$ cat src/cas_pkg.sv
package cas_pkg;
   // Status flag bit positions.
   localparam int FLAG_IE    = 7;
   localparam int FLAG_COPY  = 6;
   localparam int FLAG_HALF  = 5;
   localparam int FLAG_SIGN  = 4;
   localparam int FLAG_OVF   = 3;
   localparam int FLAG_NEG   = 2;
   localparam int FLAG_ZERO  = 1;
   localparam int FLAG_CARRY = 0;
   localparam logic [7:0] STATUS_RESET = 8'h00;
   // Address map of the data space.
   localparam logic [15:0] IO_BASE     = 16'h0020;
   localparam logic [15:0] IO_LAST     = 16'h005f;
   localparam logic [15:0] EXT_IO_LAST = 16'h00ff;
   localparam logic [15:0] STATUS_DATA_ADDR = 16'h005f;
   localparam logic [5:0]  STATUS_IO_ADDR   = 6'h3f;
   localparam logic [15:0] STACK_RESET      = 16'h0000;
   localparam logic [15:0] PUSH_STEP  = 16'h0002;
   // Operations.
   typedef enum logic [3:0] {
      OP_NONE, OP_ADD, OP_ADC, OP_SUB, OP_SBC, OP_AND, OP_OR, OP_XOR,
      OP_BITSTORE, OP_BITLOAD, OP_IRQON, OP_IRQOFF, OP_PASS
   } cas_op_type;
   // Address space access kinds.
   typedef enum logic [1:0] {
      ACC_NONE, ACC_IO, ACC_DATA
   } cas_acc_type;
   // Flow events affecting the stack and enable bit.
   typedef enum logic [2:0] {
      FLOW_NONE, FLOW_CALL, FLOW_RET, FLOW_IRQ, FLOW_IRQRET
   } cas_flow_type;
endpackage

$ cat src/cas_alu.sv
`timescale 1ns/10ps
// Functional notes
// - Flags update after every arithmetic, logic or bit operation except bit load.
// - Register or immediate arithmetic finishes in one clock cycle.
// - Each instruction is one 16-bit or two-word 32-bit form.
// - Application flash write only allowed when executing from boot section.
// - Boot and application sections each have their own write/read locks.
// - Calls and interrupts push the return program counter onto the stack.
// - Lowest vector address pending interrupt is served first.
// - I/O space reached by I/O instructions and data addresses $20-$5F.
// - Extended I/O $60-$FF reachable only through data-space load and store; here an I/O access is accepted at any address.
// - Status register is never saved or restored automatically on interrupts.
// - Status register bit order I,T,H,S,V,N,Z,C, all reset to 0.
// - Interrupt enable clear blocks every interrupt.
// - Taking an interrupt clears enable; interrupt return sets it.
// - Set and clear interrupt instructions write the enable bit.
// - Bit store copies a register bit to T; bit load copies back.
// - Half carry records carry out of the low nibble.
// - Sign equals negative xor overflow.
// - Overflow flags signed two's complement overflow.
// - Negative set on a negative result.
// - Zero set on a zero result.
// - Carry records carry or borrow.
// - Stack pointer drops by two on push of return address, rises on return.
module cas_alu
   import cas_pkg::*;
#(
   parameter int IRQ_COUNT = 8
) (
   // Clock and reset.
   input  wire logic                  clk,
   input  wire logic                  rst_n,
   // Operation from the decoder.
   input  wire cas_pkg::cas_op_type   opCode,
   input  wire logic [7:0]            opA,
   input  wire logic [7:0]            opB,
   input  wire logic [2:0]            bitSel,
   input  wire logic                  opWide,
   // Status register access.
   input  wire cas_pkg::cas_acc_type  accKind,
   input  wire logic [15:0]           accAddr,
   input  wire logic                  accWrite,
   input  wire logic [7:0]            accData,
   // Flow control.
   input  wire cas_pkg::cas_flow_type flowKind,
   input  wire logic [IRQ_COUNT-1:0]  irqPending,
   input  wire logic [15:0]           returnPc,
   // Self-programming checks.
   input  wire logic                  selfProgReq,
   input  wire logic                  pcInBoot,
   input  wire logic                  targetBoot,
   input  wire logic [1:0]            bootLock,
   input  wire logic [1:0]            appLock,
   // Results.
   output logic [7:0]                 result_q,
   output logic                       resultValid_q,
   output logic [7:0]                 statusFlags_q,
   output logic [7:0]                 accReadData_q,
   output logic                       accAllowed_q,
   output logic [15:0]                stackPointer_q,
   output logic [15:0]                pushData_q,
   output logic                       pushValid_q,
   output logic                       irqTake_q,
   output logic [$clog2(IRQ_COUNT)-1:0] irqIndex_q,
   output logic                       selfProgGo_q,
   output logic                       wideInstr_q
);
   import cas_pkg::*;

   logic [7:0]  resultD;
   logic        resultValidD;
   logic [7:0]  flagsD;
   logic [7:0]  accReadD;
   logic        accAllowedD;
   logic [15:0] stkD;
   logic [15:0] pushDataD;
   logic        pushValidD;
   logic        irqTakeD;
   logic [$clog2(IRQ_COUNT)-1:0] irqIndexD;
   logic        selfProgD;
   logic        wideD;
   logic        anyIrq;
   logic [8:0]  sum9;
   logic [4:0]  nib5;
   logic        cin;
   logic        isSub;
   logic        isArith;
   logic        flagOp;
   logic        ioHit;
   logic        statusHit;

   // Priority pick: the lowest index is the lowest vector address.
   always_comb begin
      anyIrq = 1'b0;
      irqIndexD = '0;
      for (int i = IRQ_COUNT - 1; i >= 0; i--) begin
         if (irqPending[i]) begin
            anyIrq = 1'b1;
            irqIndexD = i[$clog2(IRQ_COUNT)-1:0];
         end
      end
   end

   // Arithmetic core, a single combinational pass so results land next edge.
   always_comb begin
      isSub = (opCode == OP_SUB) || (opCode == OP_SBC);
      isArith = isSub || (opCode == OP_ADD) || (opCode == OP_ADC);
      cin = ((opCode == OP_ADC) || (opCode == OP_SBC)) ? statusFlags_q[FLAG_CARRY] : 1'b0;
      if (isSub) begin
         sum9 = {1'b0, opA} - {1'b0, opB} - {8'h00, cin};
         nib5 = {1'b0, opA[3:0]} - {1'b0, opB[3:0]} - {4'h0, cin};
      end else begin
         sum9 = {1'b0, opA} + {1'b0, opB} + {8'h00, cin};
         nib5 = {1'b0, opA[3:0]} + {1'b0, opB[3:0]} + {4'h0, cin};
      end
   end

   // Address decode: the status register lives at the top of I/O space.
   always_comb begin
      ioHit = 1'b0;
      statusHit = 1'b0;
      if (accKind == ACC_IO) begin
         ioHit = 1'b1;
         statusHit = (accAddr[5:0] == STATUS_IO_ADDR) && (accAddr[15:6] == 10'h000);
      end else if (accKind == ACC_DATA) begin
         // Data accesses reach I/O and extended I/O, $20-$FF; an I/O form is accepted at any address.
         ioHit = (accAddr >= IO_BASE) && (accAddr <= EXT_IO_LAST);
         statusHit = (accAddr == STATUS_DATA_ADDR);
      end
   end

   // Next state for flags, result, stack and interrupt entry.
   always_comb begin
      flagsD = statusFlags_q;
      resultD = result_q;
      resultValidD = 1'b0;
      stkD = stackPointer_q;
      pushDataD = pushData_q;
      pushValidD = 1'b0;
      irqTakeD = 1'b0;
      accReadD = accReadData_q;
      accAllowedD = ioHit;
      wideD = opWide;
      flagOp = 1'b1;
      case (opCode)
         OP_ADD, OP_ADC, OP_SUB, OP_SBC: begin
            resultD = sum9[7:0];
            flagsD[FLAG_CARRY] = sum9[8];
            flagsD[FLAG_HALF] = nib5[4];
            if (isSub) begin
               flagsD[FLAG_OVF] = (opA[7] ^ opB[7]) & (opA[7] ^ sum9[7]);
            end else begin
               flagsD[FLAG_OVF] = ~(opA[7] ^ opB[7]) & (opA[7] ^ sum9[7]);
            end
         end
         OP_AND: begin
            resultD = opA & opB;
            flagsD[FLAG_OVF] = 1'b0;
         end
         OP_OR: begin
            resultD = opA | opB;
            flagsD[FLAG_OVF] = 1'b0;
         end
         OP_XOR: begin
            resultD = opA ^ opB;
            flagsD[FLAG_OVF] = 1'b0;
         end
         OP_PASS: begin
            resultD = opA;
         end
         OP_BITSTORE: begin
            flagsD[FLAG_COPY] = opA[bitSel];
            flagOp = 1'b0;
         end
         OP_BITLOAD: begin
            resultD = opA;
            resultD[bitSel] = statusFlags_q[FLAG_COPY];
            flagOp = 1'b0;
         end
         OP_IRQON: begin
            flagsD[FLAG_IE] = 1'b1;
            flagOp = 1'b0;
         end
         OP_IRQOFF: begin
            flagsD[FLAG_IE] = 1'b0;
            flagOp = 1'b0;
         end
         default: begin
            flagOp = 1'b0;
         end
      endcase
      if (opCode != OP_NONE) begin
         resultValidD = (opCode != OP_IRQON) && (opCode != OP_IRQOFF)
                        && (opCode != OP_BITSTORE);
      end
      // N, Z and S follow every arithmetic and logic operation; pass and bit load leave them.
      if (flagOp && (opCode != OP_PASS)) begin
         flagsD[FLAG_NEG] = resultD[7];
         flagsD[FLAG_ZERO] = (resultD == 8'h00);
         flagsD[FLAG_SIGN] = resultD[7] ^ flagsD[FLAG_OVF];
      end
      // Software access to the status byte; a write overrides the ALU result.
      if (statusHit) begin
         accReadD = statusFlags_q;
         if (accWrite) begin
            flagsD = accData;
         end
      end else if (ioHit) begin
         accReadD = 8'h00;
      end
      // Flow events. The flag byte itself is never pushed or popped.
      case (flowKind)
         FLOW_CALL: begin
            pushDataD = returnPc;
            pushValidD = 1'b1;
            stkD = stackPointer_q - PUSH_STEP;
         end
         FLOW_RET: begin
            stkD = stackPointer_q + PUSH_STEP;
         end
         FLOW_IRQ: begin
            if (statusFlags_q[FLAG_IE] && anyIrq) begin
               irqTakeD = 1'b1;
               pushDataD = returnPc;
               pushValidD = 1'b1;
               stkD = stackPointer_q - PUSH_STEP;
               flagsD[FLAG_IE] = 1'b0;
            end
         end
         FLOW_IRQRET: begin
            stkD = stackPointer_q + PUSH_STEP;
            flagsD[FLAG_IE] = 1'b1;
         end
         default: begin
         end
      endcase
      // Lock bits: bit 0 blocks writes, bit 1 blocks reads and writes.
      selfProgD = selfProgReq && pcInBoot
                  && (targetBoot ? (bootLock == 2'b00) : (appLock == 2'b00));
   end

   // Registers only; reset gives every flag zero.
   always_ff @(posedge clk or negedge rst_n) begin
      if (!rst_n) begin
         result_q       <= 8'h00;
         resultValid_q  <= 1'b0;
         statusFlags_q  <= STATUS_RESET;
         accReadData_q  <= 8'h00;
         accAllowed_q   <= 1'b0;
         stackPointer_q <= STACK_RESET;
         pushData_q     <= 16'h0000;
         pushValid_q    <= 1'b0;
         irqTake_q      <= 1'b0;
         irqIndex_q     <= '0;
         selfProgGo_q   <= 1'b0;
         wideInstr_q    <= 1'b0;
      end else begin
         result_q       <= resultD;
         resultValid_q  <= resultValidD;
         statusFlags_q  <= flagsD;
         accReadData_q  <= accReadD;
         accAllowed_q   <= accAllowedD;
         stackPointer_q <= stkD;
         pushData_q     <= pushDataD;
         pushValid_q    <= pushValidD;
         irqTake_q      <= irqTakeD;
         irqIndex_q     <= irqIndexD;
         selfProgGo_q   <= selfProgD;
         wideInstr_q    <= wideD;
      end
   end
endmodule

$ cat config.mk
export PLATFORM = sky130hd
export DESIGN_NAME = cas_alu
export DESIGN_NICKNAME = d
export VERILOG_FILES = /design/src/cas_pkg.sv /design/src/cas_alu.sv
export SDC_FILE = /design/constraint.sdc
export NUM_CORES = 1
export LEC_CHECK = 0
export BUFFER_PORTS_ARGS = -buffer_cell sky130_fd_sc_hd__buf_2
export CAP_MARGIN = 20
export CORE_ASPECT_RATIO = 1.5
export CORE_UTILIZATION = 48
export CTS_CLUSTER_DIAMETER = 150
export CTS_CLUSTER_SIZE = 14
export DETAILED_ROUTE_END_ITERATION = 6
export PLACE_DENSITY = 0.78
export SLEW_MARGIN = 20
export SYNTH_ARGS = -nofsm -noshare
export SYNTH_HDL_FRONTEND = slang
export SYNTH_SLANG_ARGS = --single-unit
export TNS_END_PERCENT = 10
$ cat constraint.sdc
create_clock -name clk -period 3.3 [get_ports clk]
set_clock_uncertainty 0.15 [all_clocks]
set_input_delay 0.165 -clock clk [delete_from_list [all_inputs] [get_ports clk]]
set_output_delay 0.165 -clock clk [all_outputs]
set_load 0.02 [all_outputs]
==> metrics.csv, run 1 <==
stage,metric,value,unit
min_path,HP Class,in -> reg,
timing,count of final hold-check violations,0,
yosys,Syn Std Cell Area,5080,um^2
critical_path,CP Max Fanout,4,
global_routing,largest net degree at the start of global routing,36,
place,IO Port Bufs,150,
timing,count of pins over their slew limit,0,
clocking,TritonCTS clock tree,done,
clocking,H-Tree Depth,3,
critical_path,Crit Path Category,reg -> reg,
clocking,Skew-Pair Late Insertion Delay,0.34,ns
clocking,clk sinks,64,
pwr,Power Dens Cells,608,nW/um^2
yosys,"FF+latch count, synth",64,
route,DRC errors left,0,
timing,Setup Viol. Count Final,0,
pwr,Leak,3.27,nW
yosys,synth unique cells,70,
yosys,Ys Warns,0,
yosys,sequential fraction of the synthesis area,31.5,%
timing,worst hold slack,0.0160,ns
pwr,switching share of power,38.8,%
place,RD Place Congestion,0.915,
place,post-detail-place hpwl,11.6,mm
clocking,total CTS buffers,9,
pwr,Logic pwr share,46.2,%
global_routing,first-pass GRT wire length,24.6,mm
timing,Least-Margin Pin Slew,0.797,ns
pwr,maximum VDD drop,0.277,mV
floorplan,Die X,86.0,um
route,wire length per cell,17.6,um
timing,Tcrit/Tclk final,97.0,%
floorplan,Initial Utilization,49.8,%
yosys,"Async S/R FF share, synth",100,%
pwr,Clock Power Share,26.7,%
route,"antenna viol nets, final",0,
pwr,NetSw,1.60,mW
cells_and_area,final core utilization,66.4,%
pwr,Seq pwr share,27.1,%
route,vias,5155,
clocking,clock-pin slew on the worst setup and hold paths,0.05,ns
yosys,Syn Inst Count,561,
clocking,Post-CTS Setup Bufs,0,
route,Iteration-0 DRC Markers,281,
timing,Max Freq,313,MHz
global_routing,GRT Total Usage,28.9,%
route,drt pass-1 iters,5,
yosys,Syn Nets,696,
status,outcome,"finished, final reports clean",
clocking,Max Buffers Root-to-Sink,2,
floorplan,die height,128,um
global_routing,initial antenna violation count,0,
timing,time the worst path needs with I/O delays and setup,3.20,ns
yosys,Post-synth EDFFs,0,
cells_and_area,"commonest cells after routing, fill and taps aside","buf_2, dfrtp_1, inv_1, ha_1, dlygate4sd3_1",
timing,Slew Limit Headroom,46.9,%
global_routing,total grt overflow,0,
floorplan,Core ar.,10200,um^2
cells_and_area,share of cells above drive strength 1,29.1,%
route,Via density,5.72,
critical_path,Crit path required time,3.37,ns
critical_path,CP startpoint kind,flip-flop,
floorplan,area of the die,11000,um^2
pwr,Int Pwr,2.52,mW
yosys,Main synth FF type,dfrtp_1,
timing,RSZ-0062 raised after global routing,yes,
critical_path,CP Capture Type,flip-flop,
floorplan,I/O pin total,152,
cells_and_area,Synth-to-Final Area Change,33.3,%
route,Post-Route WL,15.8,mm
global_routing,vias in the first global route,5101,
cells_and_area,"commonest non-fill, non-tap cell in the layout",buf_2,
floorplan,placement row count,45,
cells_and_area,nets,890,
flow_run,max-cap viol count,0,
cells_and_area,filler instances,824,
yosys,Synth Area per Inst,9.06,um^2
critical_path,critical path arrival,3.27,ns
clocking,CTS Root Cell,clkbuf_16,
-- worst paths after layout --
kind	from	endpoint	slack [ns]	depth (start not counted)
worst max-delay path	statusFlags_q[0]	statusFlags_q[2]	0.10	11
worst max register to register	statusFlags_q[0]	statusFlags_q[2]	0.10	11
min in group asynchronous	rst_n	stackPointer_q[7]	0.32	2
max in group asynchronous	rst_n	accReadData_q[4]	1.94	3
worst min register to register	stackPointer_q[15]	stackPointer_q[15]	0.34	1
worst min-delay path	accData[7]	statusFlags_q[7]	0.02	3
-- sequential cells by signal, summed over array words and instances (netlist names) --
signal / cells
accAllowed_q: 1
accReadData_q: 8
irqIndex_q: 3
irqTake_q: 1
pushData_q: 16
pushValid_q: 1
resultValid_q: 1
result_q: 8
selfProgGo_q: 1
stackPointer_q: 15
statusFlags_q: 8
wideInstr_q: 1
-- what timing repair did --
item / CTS / global route
hold endpoints to repair: 62 / 0
setup endpoints to repair: 0 / 6
gates resized for setup: 0 / 3
hold buffers: 35 / 0
-- per-layer routing --
layer  wire [um]  global-route usage, %  vias up
li1            -                      -     2432
met1        5740                   29.4     2459
met4         754                   17.3        0
met3         812                   3.61       44
met2        8520                   55.2      220
met5           0                      0        -
-- kinds of logic (layout without fill, tap and decap cells) --
kind of cell	Yosys count	after routing	synth area share, %
xor+xnor	21	21	3.62
buf+inv	68	266	5.49
fa+ha+maj	48	48	12.6
mux	33	33	7.44
other cells	1	2	0.0738
compound gates	163	163	22.0
simple gates	163	163	17.2
flops	64	64	31.5
-- critical path: stages, from the launching register on --
cell	delay (ns)
dfrtp_1	0.38
nand3_1	0.11
inv_1	0.07
fa_1	0.57
ha_2	0.20
o21ai_2	0.09
a211o_1	0.34
a311o_1	0.33
a221oi_2	0.30
a2bb2oi_2	0.20
a21oi_1	0.09
mux2_2	0.27
-- synth_stat cells, types with 11 or more instances --
master,n,area (um^2)
a21oi_1,29,145
dfrtp_1,64,1600
ha_1,43,538
inv_1,45,169
mux2_2,18,203
mux2i_1,13,130
nand2_1,34,128
nand3_1,16,80.1
nor2_1,35,131
nor2b_1,11,68.8
nor3_1,15,75.1
nor3b_1,11,82.6
o21ai_0,33,165
xnor2_1,15,131
-- metrics by stage --
step / cell area [um^2] / setup slack [ns] / TNS, ns / instances / total power [mW]
after floorplan: 5120 / -0.0476 / -0.0476 / 561 / 2.38
after global placement: 6070 / 0.129 / 0 / 850 / 2.87
after detailed placement: 6070 / 0.0867 / 0 / 850 / 2.94
after CTS: 6770 / 0.105 / 0 / 900 / 4.08
after global routing: 6770 / -0.0385 / -0.0911 / 900 / 4.34
final: 6770 / 0.101 / 0 / 901 / 4.12
-- power groups by stage --
stage	Sequential [mW]	Combinational, mW	Clock, mW
finish	1.12	1.90	1.10
global placement	1.11	1.76	0
CTS	1.11	1.86	1.10
detailed placement	1.12	1.82	0
global route	1.14	2.08	1.13
floorplan	1.32	1.07	0
-- layout make-up --
class	instances	area (um^2)	area share [%]
clock inverters	5	105	1.55
flip-flops and latches	64	1600	23.7
multi-input cells	429	3220	47.5
repair buffers	206	1260	18.6
diodes	1	2.50	0.0370
clock buffers	10	239	3.53
well taps	141	176	2.61
inverters	45	169	2.49
Power figures use the tool's default switching activity.
==> run 2: changes to the inputs <==
Settings changed: CORE_UTILIZATION 48 to 25, PLACE_DENSITY 0.78 to not set, SLEW_MARGIN 20 to 0.
==> metrics.csv, run 2 (synthesis results as in run 1) <==
stage,metric,value,unit
global_routing,vias in the first global route,5000,
pwr,Clock Power Share,25.3,%
cells_and_area,nets,896,
floorplan,placement row count,63,
critical_path,Setup crit start,statusFlags_q[0],
route,DRC errors left,0,
global_routing,first-pass GRT wire length,25.8,mm
route,met2 wire length,8.46,mm
floorplan,Die X,118,um
cells_and_area,Antenna Cells,0,
timing,Setup Viol. Count Final,0,
pwr,switching share of power,39.2,%
pwr,Seq pwr share,27.7,%
pwr,NetSw,1.57,mW
clocking,clk sinks,64,
route,"antenna viol nets, final",0,
critical_path,CP startpoint kind,flip-flop,
timing,Slew Limit Headroom,46.4,%
route,vias,4999,
cells_and_area,Biggest register,pushData_q,
critical_path,internal reg-to-reg setup slack,0.17,ns
clocking,total CTS buffers,9,
timing,RSZ-0062 raised after global routing,yes,
clocking,Max Buffers Root-to-Sink,2,
critical_path,worst r2r dst,statusFlags_q[2],
place,post-detail-place hpwl,13.0,mm
route,wire length per cell,15.9,um
place,Placed Area,6260,um^2
cells_and_area,"commonest cells after routing, fill and taps aside","buf_2, dfrtp_1, inv_1, ha_1",
clocking,clock-pin slew on the worst setup and hold paths,0.06,ns
global_routing,initial antenna violation count,0,
timing,time the worst path needs with I/O delays and setup,3.13,ns
floorplan,die height,177,um
pwr,Power Dens Cells,574,nW/um^2
min_path,worst hold start,flowKind[2],
global_routing,total grt overflow,0,
min_path,HP Class,in -> reg,
cells_and_area,top flop regs,"pushData_q x16, stackPointer_q x15",
pwr,maximum VDD drop,0.242,mV
timing,Max Freq,320,MHz
route,max layer used,met4,
status,outcome,"finished, final reports clean",
global_routing,GRT Total Usage,15.8,%
floorplan,Initial Utilization,25.6,%
cells_and_area,final core utilization,35.1,%
route,DR WL met3,919,um
route,drt pass-1 iters,4,
pwr,Int Pwr,2.43,mW
route,Post-Route WL,16.4,mm
timing,Least-Margin Pin Slew,0.802,ns
critical_path,Crit Path Category,reg -> reg,
critical_path,reg-to-reg startpoint,statusFlags_q[0],
clocking,H-Tree Depth,3,
place,RD Place Congestion,0.884,
cells_and_area,Synth-to-Final Area Change,37.1,%
critical_path,cell count of the worst reg-to-reg path,12,
critical_path,Worst Setup EP,statusFlags_q[2],
timing,count of final hold-check violations,0,
flow_run,max-cap viol count,0,
pwr,Logic pwr share,47.0,%
floorplan,area of the die,20900,um^2
global_routing,largest net degree at the start of global routing,45,
place,Placed Cells,974,
critical_path,CP Capture Type,flip-flop,
place,IO Port Bufs,150,
cells_and_area,"commonest non-fill, non-tap cell in the layout",buf_2,
cells_and_area,fin area,6970,um^2
clocking,CTS Root Cell,clkbuf_16,
pwr,Leak,3.30,nW
route,M1 wire length,6.26,mm
critical_path,Crit path required time,3.36,ns
clocking,Skew-Pair Late Insertion Delay,0.33,ns
floorplan,Core ar.,19900,um^2
route,Via density,4.87,
critical_path,CP Max Fanout,3,
cells_and_area,Layout Cells excl Fill,1026,
cells_and_area,max FFs per register,16,
timing,Tcrit/Tclk final,94.8,%
clocking,TritonCTS clock tree,done,
cells_and_area,share of cells above drive strength 1,30.3,%
floorplan,I/O pin total,152,
route,Iteration-0 DRC Markers,353,
critical_path,critical path arrival,3.19,ns
timing,count of pins over their slew limit,0,
run 2: area by class of cell:
cell class              instances  area, um^2
inverters                      45         169
well taps                     260         325
multi-input cells             429        3240
flip-flops and latches         64        1600
clock inverters                 7        96.3
fillers                      2064       12900
repair buffers                212        1310
clock buffers                   9         225
run 2: metrics by stage:
stage | setup slack [ns] | setup TNS (ns) | total power, mW | hold WS, ns
floorplan | -0.0476 | -0.0476 | 2.38 | -0.281
global placement | 0.113 | 0 | 2.92 | 0.128
detailed placement | 0.0875 | 0 | 2.94 | 0.128
CTS | 0.145 | 0 | 4.01 | 0.00644
global route | -0.00383 | -0.00383 | 4.30 | 0.0408
finish | 0.172 | 0 | 4.00 | 0.0174
run 2: timing repair:
action	in CTS	in global routing
endpoints found under the setup margin	0	4
hold endpoints to repair	70	0
hold buffers	34	0
gates resized for setup	0	5
buffers inserted	0	1
run 2: how the worst min path moves through the flow:
stage	to	slack, ns	cells after the start
after floorplan	accAllowed_q	-0.28	0
after global placement	wideInstr_q	0.13	1
after detailed placement	wideInstr_q	0.13	1
after CTS	statusFlags_q[7]	0.006	3
after global routing	statusFlags_q[1]	0.04	4
final	statusFlags_q[7]	0.02	3
run 2: layer usage:
layer / GRT usage (%) / up-vias
li1: - / 2449
met1: 16.5 / 2342
met2: 29.9 / 178
met3: 3.04 / 30
met4: 7.86 / 0
met5: 0 / -
run 2: power by group through the flow:
stage	Clock [mW]	Combinational [mW]	Sequential [mW]
after floorplan	0	1.07	1.32
after global placement	0	1.80	1.12
after detailed placement	0	1.82	1.12
after CTS	1.04	1.86	1.11
after global routing	1.08	2.09	1.13
final	1.01	1.88	1.11
run 2: critical path, cell delays in order (launching register included):
cell and delay, ns:
dfrtp_1 0.39, nand3_2 0.08, inv_1 0.05, fa_1 0.54, inv_1 0.06, ha_1 0.19
o21ai_2 0.22, a2111oi_1 0.11, a311o_1 0.40, a221oi_2 0.31, a2bb2oi_2 0.18, a21oi_1 0.08
mux2_2 0.27
